<file path="config.mk">
export PLATFORM = sky130hd
export DESIGN_NAME = aer_severity_correctable_status
export DESIGN_NICKNAME = d
export VERILOG_FILES = /design/src/rtl/aer_pkg.sv /design/src/rtl/aer_sticky_bit.sv /design/src/rtl/aer_severity_correctable_status.sv
export SDC_FILE = /design/constraint.sdc
export NUM_CORES = 1
export LEC_CHECK = 0
export BUFFER_PORTS_ARGS = -buffer_cell sky130_fd_sc_hd__buf_2
export CORE_ASPECT_RATIO = 0.75
export CORE_MARGIN = 2
export CORE_UTILIZATION = 29
export CTS_CLUSTER_DIAMETER = 60
export DETAILED_ROUTE_END_ITERATION = 6
export PLACE_DENSITY = 0.82
export SYNTH_ARGS = -nofsm -noshare
export SYNTH_HDL_FRONTEND = slang
export SYNTH_SLANG_ARGS = --single-unit
</file>
<file path="constraint.sdc">
create_clock -name clk -period 1 [get_ports clk]
set_input_delay 0 -clock clk [delete_from_list [all_inputs] [get_ports clk]]
set_output_delay 0 -clock clk [all_outputs]
set_load 0.01 [all_outputs]
</file>
<file path="src/rtl/aer_pkg.sv">
// package for the error severity and correctable status register bank
// assumes a single 20 MHz clock and a config-space word access port
package aer_pkg;

  // ---------------------------------------------------------------
  // register map
  // ---------------------------------------------------------------
  localparam logic [11:0] SEVERITY_OFFSET   = 12'h10c;
  localparam logic [11:0] CORR_STATUS_OFFSET = 12'h110;

  // ---------------------------------------------------------------
  // severity register layout
  // ---------------------------------------------------------------
  localparam logic [31:0] SEVERITY_RESET    = 32'h0006_2011;
  localparam logic [31:0] SEVERITY_WR_MASK  = 32'h001f_f010;
  localparam logic [31:0] SEVERITY_FORCE1   = 32'h0000_0001;

  // bit positions of the uncorrectable error classes
  localparam int SEV_UNSUPPORTED_REQ = 20;
  localparam int SEV_END_TO_END_CRC  = 19;
  localparam int SEV_MALFORMED       = 18;
  localparam int SEV_RX_OVERFLOW     = 17;
  localparam int SEV_UNEXP_CPL       = 16;
  localparam int SEV_COMPLETER_ABORT = 15;
  localparam int SEV_CPL_TIMEOUT     = 14;
  localparam int SEV_FLOW_CONTROL    = 13;
  localparam int SEV_POISONED        = 12;
  localparam int SEV_LINK_PROTOCOL   = 4;

  // ---------------------------------------------------------------
  // correctable status layout
  // ---------------------------------------------------------------
  localparam logic [31:0] CORR_STATUS_RESET = 32'h0000_0000;
  localparam logic [31:0] CORR_STATUS_MASK  = 32'h0000_11c1;
  localparam int COR_RETRANSMIT_TIMER = 12;
  localparam int COR_REPLAY_ROLLOVER  = 8;
  localparam int COR_LINK_PKT_DECODE  = 7;
  localparam int COR_TRANS_PKT_DECODE = 6;
  localparam int COR_RECEIVER_ERROR   = 0;

  // config-space access from the root complex side
  typedef struct packed {
    logic        rd;
    logic        wr;
    logic [11:0] addr;
    logic [31:0] wdata;
  } aer_cfg_req_t;

  // link and physical layer correctable events, one-cycle pulses
  typedef struct packed {
    logic retransmit_timer_expired;
    logic replay_rollover;
    logic decode_error;
    logic rx_link_packet;
    logic rx_transaction_packet;
  } aer_corr_evt_t;

  typedef enum logic [0:0] {
    AER_NONFATAL = 1'b0,
    AER_FATAL    = 1'b1
  } aer_sev_t;

endpackage : aer_pkg

</file>
<file path="src/rtl/aer_sticky_bit.sv">
// one hardware-set, write-one-clear status bit
// assumes synchronous active-high reset
module aer_sticky_bit (
  // clock and reset
  input  wire logic clk,
  input  wire logic rst,
  // control
  input  wire logic set,
  input  wire logic clr,
  // state
  output logic      q_ff
);

  logic nxt_q;

  // set wins over a clear in the same cycle
  always_comb begin
    nxt_q = (q_ff & ~clr) | set;
  end

  always_ff @(posedge clk) begin
    if (rst) begin
      q_ff <= 1'b0;
    end else begin
      q_ff <= nxt_q;
    end
  end

endmodule // aer_sticky_bit

</file>
<file path="src/rtl/aer_severity_correctable_status.sv">
// severity register and correctable error status register of the
// advanced error reporting block on the primary link
// assumes rst is the OR of link reset, global reset input and power-on
// reset, already synchronous to clk; one access at a time
//
// Functional notes
// - severity register at 10Ch, correctable status at 110h
// - severity bit 1 means fatal, 0 means nonfatal
// - severity reads 00062011h after reset; its live bits are writable
// - bits 20,19,16,15,14,12 default nonfatal
// - bits 18,17,13,4 default fatal
// - reserved severity bits read zero, bit 0 reads one
// - link, global and power-on reset restore both registers
// - status bits stay set until software writes one to them
// - retransmit timer expiry sets status bit 12
// - replay counter rollover sets status bit 8
// - decode error during link packet sets bit 7
// - decode error during transaction packet sets bit 6
// - any decode error sets bit 0
// - reserved status bits read zero
// - status reads all zero after reset
// - masked errors set no status and send no message
module aer_severity_correctable_status (
  // clock and reset
  input  wire logic                  clk,
  input  wire logic                  rst,
  // config access
  input  wire aer_pkg::aer_cfg_req_t cfg_req,
  output logic [31:0]                cfg_rdata_ff,
  output logic                       cfg_rvalid_ff,
  // correctable events and their mask
  input  wire aer_pkg::aer_corr_evt_t corr_evt,
  input  wire logic [31:0]           corr_mask,
  // uncorrectable detection and mask
  input  wire logic [31:0]           uncorr_detect,
  input  wire logic [31:0]           uncorr_mask,
  // error message request
  output logic                       msg_valid_ff,
  output aer_pkg::aer_sev_t          msg_type_ff,
  output logic [31:0]                severity_ff
);

  // ---------------------------------------------------------------
  // address decode
  // ---------------------------------------------------------------
  logic sel_sev;
  logic sel_cor;
  logic wr_sev;
  logic wr_cor;

  always_comb begin
    sel_sev = (cfg_req.addr == aer_pkg::SEVERITY_OFFSET);
    sel_cor = (cfg_req.addr == aer_pkg::CORR_STATUS_OFFSET);
    wr_sev  = cfg_req.wr & sel_sev;
    wr_cor  = cfg_req.wr & sel_cor;
  end

  // ---------------------------------------------------------------
  // severity register
  // ---------------------------------------------------------------
  logic [31:0] nxt_severity;

  always_comb begin
    nxt_severity = severity_ff;
    if (wr_sev) begin
      nxt_severity = (cfg_req.wdata & aer_pkg::SEVERITY_WR_MASK)
                   | aer_pkg::SEVERITY_FORCE1;
    end
  end

  always_ff @(posedge clk) begin
    if (rst) begin
      severity_ff <= aer_pkg::SEVERITY_RESET;
    end else begin
      severity_ff <= nxt_severity;
    end
  end

  // ---------------------------------------------------------------
  // correctable status bits
  // ---------------------------------------------------------------
  logic [31:0] cor_set;
  logic [31:0] cor_clr;
  logic [31:0] cor_q;
  logic [31:0] cor_status;

  always_comb begin
    cor_set = '0;
    cor_set[aer_pkg::COR_RETRANSMIT_TIMER] = corr_evt.retransmit_timer_expired;
    cor_set[aer_pkg::COR_REPLAY_ROLLOVER]  = corr_evt.replay_rollover;
    cor_set[aer_pkg::COR_LINK_PKT_DECODE]  =
      corr_evt.decode_error & corr_evt.rx_link_packet;
    cor_set[aer_pkg::COR_TRANS_PKT_DECODE] =
      corr_evt.decode_error & corr_evt.rx_transaction_packet;
    cor_set[aer_pkg::COR_RECEIVER_ERROR]   = corr_evt.decode_error;
    cor_set = cor_set & ~corr_mask & aer_pkg::CORR_STATUS_MASK;
    cor_clr = wr_cor ? cfg_req.wdata : '0;
  end

  // only the implemented positions get a flop
  genvar gi;
  generate
    for (gi = 0; gi < 32; gi++) begin : g_cor
      if (aer_pkg::CORR_STATUS_MASK[gi]) begin : g_bit
        aer_sticky_bit u_bit (
          .clk  (clk),
          .rst  (rst),
          .set  (cor_set[gi]),
          .clr  (cor_clr[gi]),
          .q_ff (cor_q[gi])
        );
      end else begin : g_rsvd
        assign cor_q[gi] = 1'b0;
      end
    end
  endgenerate

  always_comb begin
    cor_status = cor_q & aer_pkg::CORR_STATUS_MASK;
  end

  // ---------------------------------------------------------------
  // read port
  // ---------------------------------------------------------------
  always_ff @(posedge clk) begin
    if (rst) begin
      cfg_rdata_ff  <= '0;
      cfg_rvalid_ff <= 1'b0;
    end else begin
      cfg_rvalid_ff <= cfg_req.rd;
      if (cfg_req.rd && sel_sev) begin
        cfg_rdata_ff <= severity_ff;
      end else if (cfg_req.rd && sel_cor) begin
        cfg_rdata_ff <= cor_status;
      end else if (cfg_req.rd) begin
        cfg_rdata_ff <= '0; // unmapped offsets read zero
      end
    end
  end

  // ---------------------------------------------------------------
  // uncorrectable message type
  // ---------------------------------------------------------------
  // fatal wins when several classes hit together: the stronger message
  // covers both, and the link sends only one per event
  logic [31:0] live_uncorr;
  logic        any_fatal;

  always_comb begin
    live_uncorr = uncorr_detect & ~uncorr_mask & aer_pkg::SEVERITY_WR_MASK;
    any_fatal   = |(live_uncorr & severity_ff);
  end

  always_ff @(posedge clk) begin
    if (rst) begin
      msg_valid_ff <= 1'b0;
      msg_type_ff  <= aer_pkg::AER_NONFATAL;
    end else begin
      msg_valid_ff <= |live_uncorr;
      msg_type_ff  <= any_fatal ? aer_pkg::AER_FATAL : aer_pkg::AER_NONFATAL;
    end
  end
endmodule // aer_severity_correctable_status

</file>
Yosys cells after proc, flatten, opt, wreduce, memory -nomap -nowiden
Index checks and enable logic that the tools add are counted.
Widths: inputs -> output; s select.
{"block": "op_classes", "eq_ne": 2, "bitwise_logic": 24, "muxes": 5, "n_reduce_logical": 5}
{"cell": "$mux 32", "n": 3}
{"cell": "$and 21x21->21", "n": 2}
{"cell": "$reduce_or 32->1", "n": 1}
{"cell": "$eq 12x9->1 const B", "n": 2}
{"cell": "$not 21->21", "n": 1}
{"cell": "$and 13x13->13", "n": 1}
{"cell": "$mux 13", "n": 1}
{"cell": "$not 13->13", "n": 1}
{"cell": "$reduce_or 10->1", "n": 1}
{"cell": "$and 1x1->1", "n": 9}
{"cell": "$not 1->1", "n": 5}
{"cell": "$or 1x1->1", "n": 5}
{"cell": "$reduce_bool 3->1", "n": 1}
{"cell": "$logic_and 1x1->1", "n": 2}
{"cell": "$mux 1", "n": 1}
{"block": "word_totals", "in_bits": 149, "ff_bits": 50, "wordCells": 46}

Logic depth before layout (Yosys ltp)
{"block": "depth", "depth_word": 6, "mapped_depth": 5, "depth_no_buf": 4}

By module
From an unflattened synthesis, not the netlist that was laid out.
{"block": "hier_totals", "cells_unflattened": 196, "hier_area_um2": 1830.5}
{"mod": "aer_severity_correctable_status", "cells_per_inst": 176, "area_per_inst_um2": 1636.6, "n_inst": 1}
{"mod": "aer_sticky_bit", "cells_per_inst": 4, "area_per_inst_um2": 38.8, "n_inst": 5}

Worst setup path before layout
OpenSTA, ideal clock, no wires.
{"block": "synth_path", "kind": "input to register", "from": "input port cfg_req[33] (netlist bit)", "to": "register severity_ff[13]", "path_buffers": 1, "cell_stages": 5, "t_arrival_ps": 931, "slack_ps": -48, "path_cell_list": "nor4_4 -> and4_1 -> buf_6 -> mux2i_1 -> nand2b_1"}
{"block": "synth_via", "elab_chain_cells": 2}
{"item": "from (decl)", "line": "aer_severity_correctable_status.sv:28", "rtl": "input wire aer_pkg::aer_cfg_req_t cfg_req,"}
{"item": "$eq 12x9->1", "line": "aer_severity_correctable_status.sv:52", "rtl": "sel_sev = (cfg_req.addr == aer_pkg::SEVERITY_OFFSET);"}
{"item": "$and 1x1->1", "line": "aer_severity_correctable_status.sv:54", "rtl": "wr_sev = cfg_req.wr & sel_sev;"}
{"item": "to (signal assigned)", "line": "aer_severity_correctable_status.sv:73", "rtl": "severity_ff <= aer_pkg::SEVERITY_RESET;"}
{"item": "to (signal assigned)", "line": "aer_severity_correctable_status.sv:75", "rtl": "severity_ff <= nxt_severity;"}
{"item": "to (decl)", "line": "aer_severity_correctable_status.sv:40", "rtl": "output logic [31:0] severity_ff"}
Every way passes these cells.
A chain may end at the register's enable or synchronous reset.

Final worst setup path
{"block": "layout_path", "from": "register severity_ff[13]", "to": "register msg_type_ff"}
{"block": "layout_via", "elab_chain_cells": 3}
{"item": "$and 21x21->21", "line": "aer_severity_correctable_status.sv:151", "rtl": "any_fatal = |(live_uncorr & severity_ff);"}
{"item": "$reduce_or 32->1", "line": "aer_severity_correctable_status.sv:151"}
{"item": "$mux 1", "line": "aer_severity_correctable_status.sv:160", "rtl": "msg_type_ff <= any_fatal ? aer_pkg::AER_FATAL : aer_pkg::AER_NONFATAL;"}
{"item": "to (signal assigned)", "line": "aer_severity_correctable_status.sv:157", "rtl": "msg_type_ff <= aer_pkg::AER_NONFATAL;"}
{"item": "to (signal assigned)", "line": "aer_severity_correctable_status.sv:160"}
{"item": "to (decl)", "line": "aer_severity_correctable_status.sv:39", "rtl": "output aer_pkg::aer_sev_t msg_type_ff,"}
Every way passes these cells.

==> flow_summary.json <==
{
  "cts.sinks": 32,
  "synth_xor_area_share_pct": 0,
  "ys_seq_area_share_pct": 38.04,
  "reg2reg_from": "severity_ff[13]",
  "row_count": 23,
  "syn_to_final_growth_pct": 44.80,
  "h-tree-depth": 2,
  "antenna_found_initial": 0,
  "cts_root_buf": "clkbuf_8",
  "cts.reportedPaths.clkPinSlew_ns": 0.06,
  "p_per_area_nw_per_um2": 1081,
  "irDropWorstVdd_uv": 453.0,
  "cp_max_fo": 2,
  "synth_flop_cell": "dfxtp_1",
  "use_met3_pct": 6.041,
  "antenna_cells": 0,
  "finalCritPeriodShare_pct": 95.73,
  "cts_tree": "built",
  "maxCapViolCount": 0,
  "min_path_type": "input pin to flip-flop",
  "clock.fmax_ghz": 1.045,
  "end_kind": "flip-flop",
  "die_y_um": 70.00,
  "final_max_slew_viol_count": 0,
  "rsz0062_at_grt": "true",
  "syn_area_per_cell_sq_um": 9.054,
  "grtUsageMet2_pct": 24.02,
  "period_needed_ns": 0.9573,
  "setup_tns_ns": 0,
  "synthCells": 186,
  "critPathRequiredTime_ns": 1.16,
  "yosys_warnings": 0,
  "reg2regPathDepth": 3,
  "fin_skew_ns": 0.003725,
  "postCtsSetupBuffers": 0,
  "viasPerCell": 4.228,
  "route.detailed.drc": 0,
  "p_leak_nw": 1.166,
  "grt_pass1_vias": 1608,
  "synth_top_family_by_area": "simple AND/OR/NAND/NOR gates",
  "timing.rr.end": "msg_type_ff",
  "grt-ovfl-total": 0,
  "synth_compound_area_share_pct": 12.78,
  "clkLatencyLatePin_ns": 0.28,
  "grt-busiest-layer": "met2",
  "ys_seq_elements": 32,
  "ioPinCount": 216,
  "initial_core_util_pct": 30.80,
  "io_buffers": 86,
  "nets": 452,
  "synthAdderAreaFrac_pct": 0,
  "drive_gt1_share_pct": 37.29,
  "gp_congestion": 0.8192,
  "synth-edff-count": 0,
  "whs_endpoint": "g_cor[0].g_bit.u_bit.q_ff",
  "worst_setup_path_start_kind": "flip-flop",
  "min_from": "corr_evt[2]",
  "grt_util_all_layers_pct": 14.68,
  "arrival_ns": 1.12,
  "r2r_setup_slack_ns": 0.04,
  "ys_types": 30,
  "clockBufferDepth": 2,
  "coreArea_sq_um": 5468,
  "grt_pass1_wl_um": 7493,
  "dieWidth_um": 92.00,
  "synth-simple-area-share_pct": 21.62,
  "dp_hpwl_um": 3627,
  "num_vias": 1598,
  "drt_wl_total_um": 4691,
  "setup_viol": 0,
  "path_class": "flip-flop to flip-flop",
  "die_area_sq_um": 6439,
  "wl_per_cell_um": 12.41,
  "outcome": "finished, final reports clean",
  "total_power_mw": 2.636,
  "first_pass_iters": 6,
  "async_flop_share_pct": 0,
  "ant_nets": 0,
  "grt_max_degree": 33,
  "final_hold_viol_count": 0,
  "syn-cell-area_sq_um": 1684,
  "hold_depth": 3,
  "cts_buffers": 5,
  "gr-usage-met1_pct": 17.04,
  "muxShareOfSynthArea_pct": 5.944,
  "drt_iter0_drc": 47
}
## synthesized netlist by cell type (2+ instances only)
master | count | area share, %
a21oi_1 | 6 | 1.8
a221oi_1 | 2 | 1.0
a22o_1 | 2 | 1.0
a22oi_1 | 14 | 6.2
a31oi_1 | 2 | 0.74
and4_2 | 2 | 1.2
and4b_1 | 2 | 1.2
buf_4 | 41 | 18
clkbuf_1 | 4 | 0.89
conb_1 | 2 | 0.45
dfxtp_1 | 32 | 38
inv_1 | 6 | 1.3
mux2i_1 | 10 | 5.9
nand2b_1 | 7 | 2.6
nand3b_1 | 2 | 0.89
nand4_1 | 2 | 0.74
nor2_1 | 21 | 4.7
nor2b_1 | 11 | 4.1
nor4_1 | 2 | 0.74
nor4bb_1 | 2 | 1.2
o21ai_0 | 5 | 1.5
## registers in the layout, summed over array words and instances, names as in the netlist
register                count
cfg_rdata_ff               14
severity_ff                10
g_cor.g_bit.u_bit.q_ff      5
cfg_rvalid_ff               1
msg_type_ff                 1
msg_valid_ff                1
## power breakdown
| group | switching [mW] | leakage, nW | internal [mW] |
|---|---|---|---|
| combinational | 0.209 | 0.865 | 0.205 |
| sequential | 0.00726 | 0.260 | 1.30 |
| clock | 0.448 | 0.0410 | 0.472 |
| total | 0.664 | 1.17 | 1.97 |
## worst max-delay path, cell delays in order (launching register included)
cell and delay [ns]:
dfxtp_1 0.31, a22o_1 0.21, a221oi_2 0.20, a31oi_1 0.12
## area by class of cell
cell class	count	area, sq um
Sequential cell	32	640.6
Timing Repair Buffer	118	755.7
Multi-Input combinational cell	140	848.3
Clock buffer	6	72.57
Clock inverter	1	5.005
Inverter	6	22.52
Tap cell	75	93.84
Fill cell	540	3029
## through the flow
stage	hold slack, ns	worst slack [ns]	area (sq um)	utilization [%]	cells
finish	0.02035	0.04267	2439	44.60	378
global route	0.02207	-0.02894	2439	44.60	378
CTS	0.01031	0.01311	2426	44.37	378
detailed placement	0.2285	-0.2302	2152	39.36	352
global placement	0.2165	-0.1638	2152	39.36	352
floorplan	0.1015	-0.04574	1827	-	224
## kinds of logic after synthesis
| family | count (synthesis) |
|---|---|
| mux | 10 |
| compound gates | 32 |
| other cells | 2 |
| simple gates | 58 |
| buf+inv | 52 |
| flops | 32 |
## worst max-delay path by stage
stage / from / end / cells after the start
global route: cfg_req[33] / g_cor[8].g_bit.u_bit.q_ff / 6
CTS: severity_ff[12] / msg_type_ff / 3
detailed placement: cfg_req[41] / severity_ff[17] / 6
finish: severity_ff[13] / msg_type_ff / 3
floorplan: cfg_req[33] / severity_ff[13] / 5
global placement: cfg_req[33] / severity_ff[18] / 6
## routing by layer
| metal | routed length, um | share of wire [%] |
|---|---|---|
| met1 | 2033 | 43 |
| met2 | 2227 | 47 |
| met3 | 348 | 7.4 |
| met4 | 82 | 1.7 |
| met5 | 0 | 0 |
## what timing repair did
item | CTS | global route
endpoints found under the hold margin | 15 | 0
pin swaps | 0 | 1
hold buffers | 19 | 0
gates resized for setup | 1 | 2
endpoints found under the setup margin | 1 | 8
## cells in the final DEF (no fill, tap or decap), types with 6 or more instances in the layout
cell type	Yosys	layout
buf_4	41	10
nor2b_1	11	11
a22oi_1	14	14
dfxtp_1	32	32
mux2i_1	10	10
a21oi_1	6	6
buf_2	0	86
dlygate4sd3_1	0	19
conb_1	2	40
inv_1	6	6
nand2b_1	7	7
nor2_1	21	21
Power figures use the tool's default switching activity.
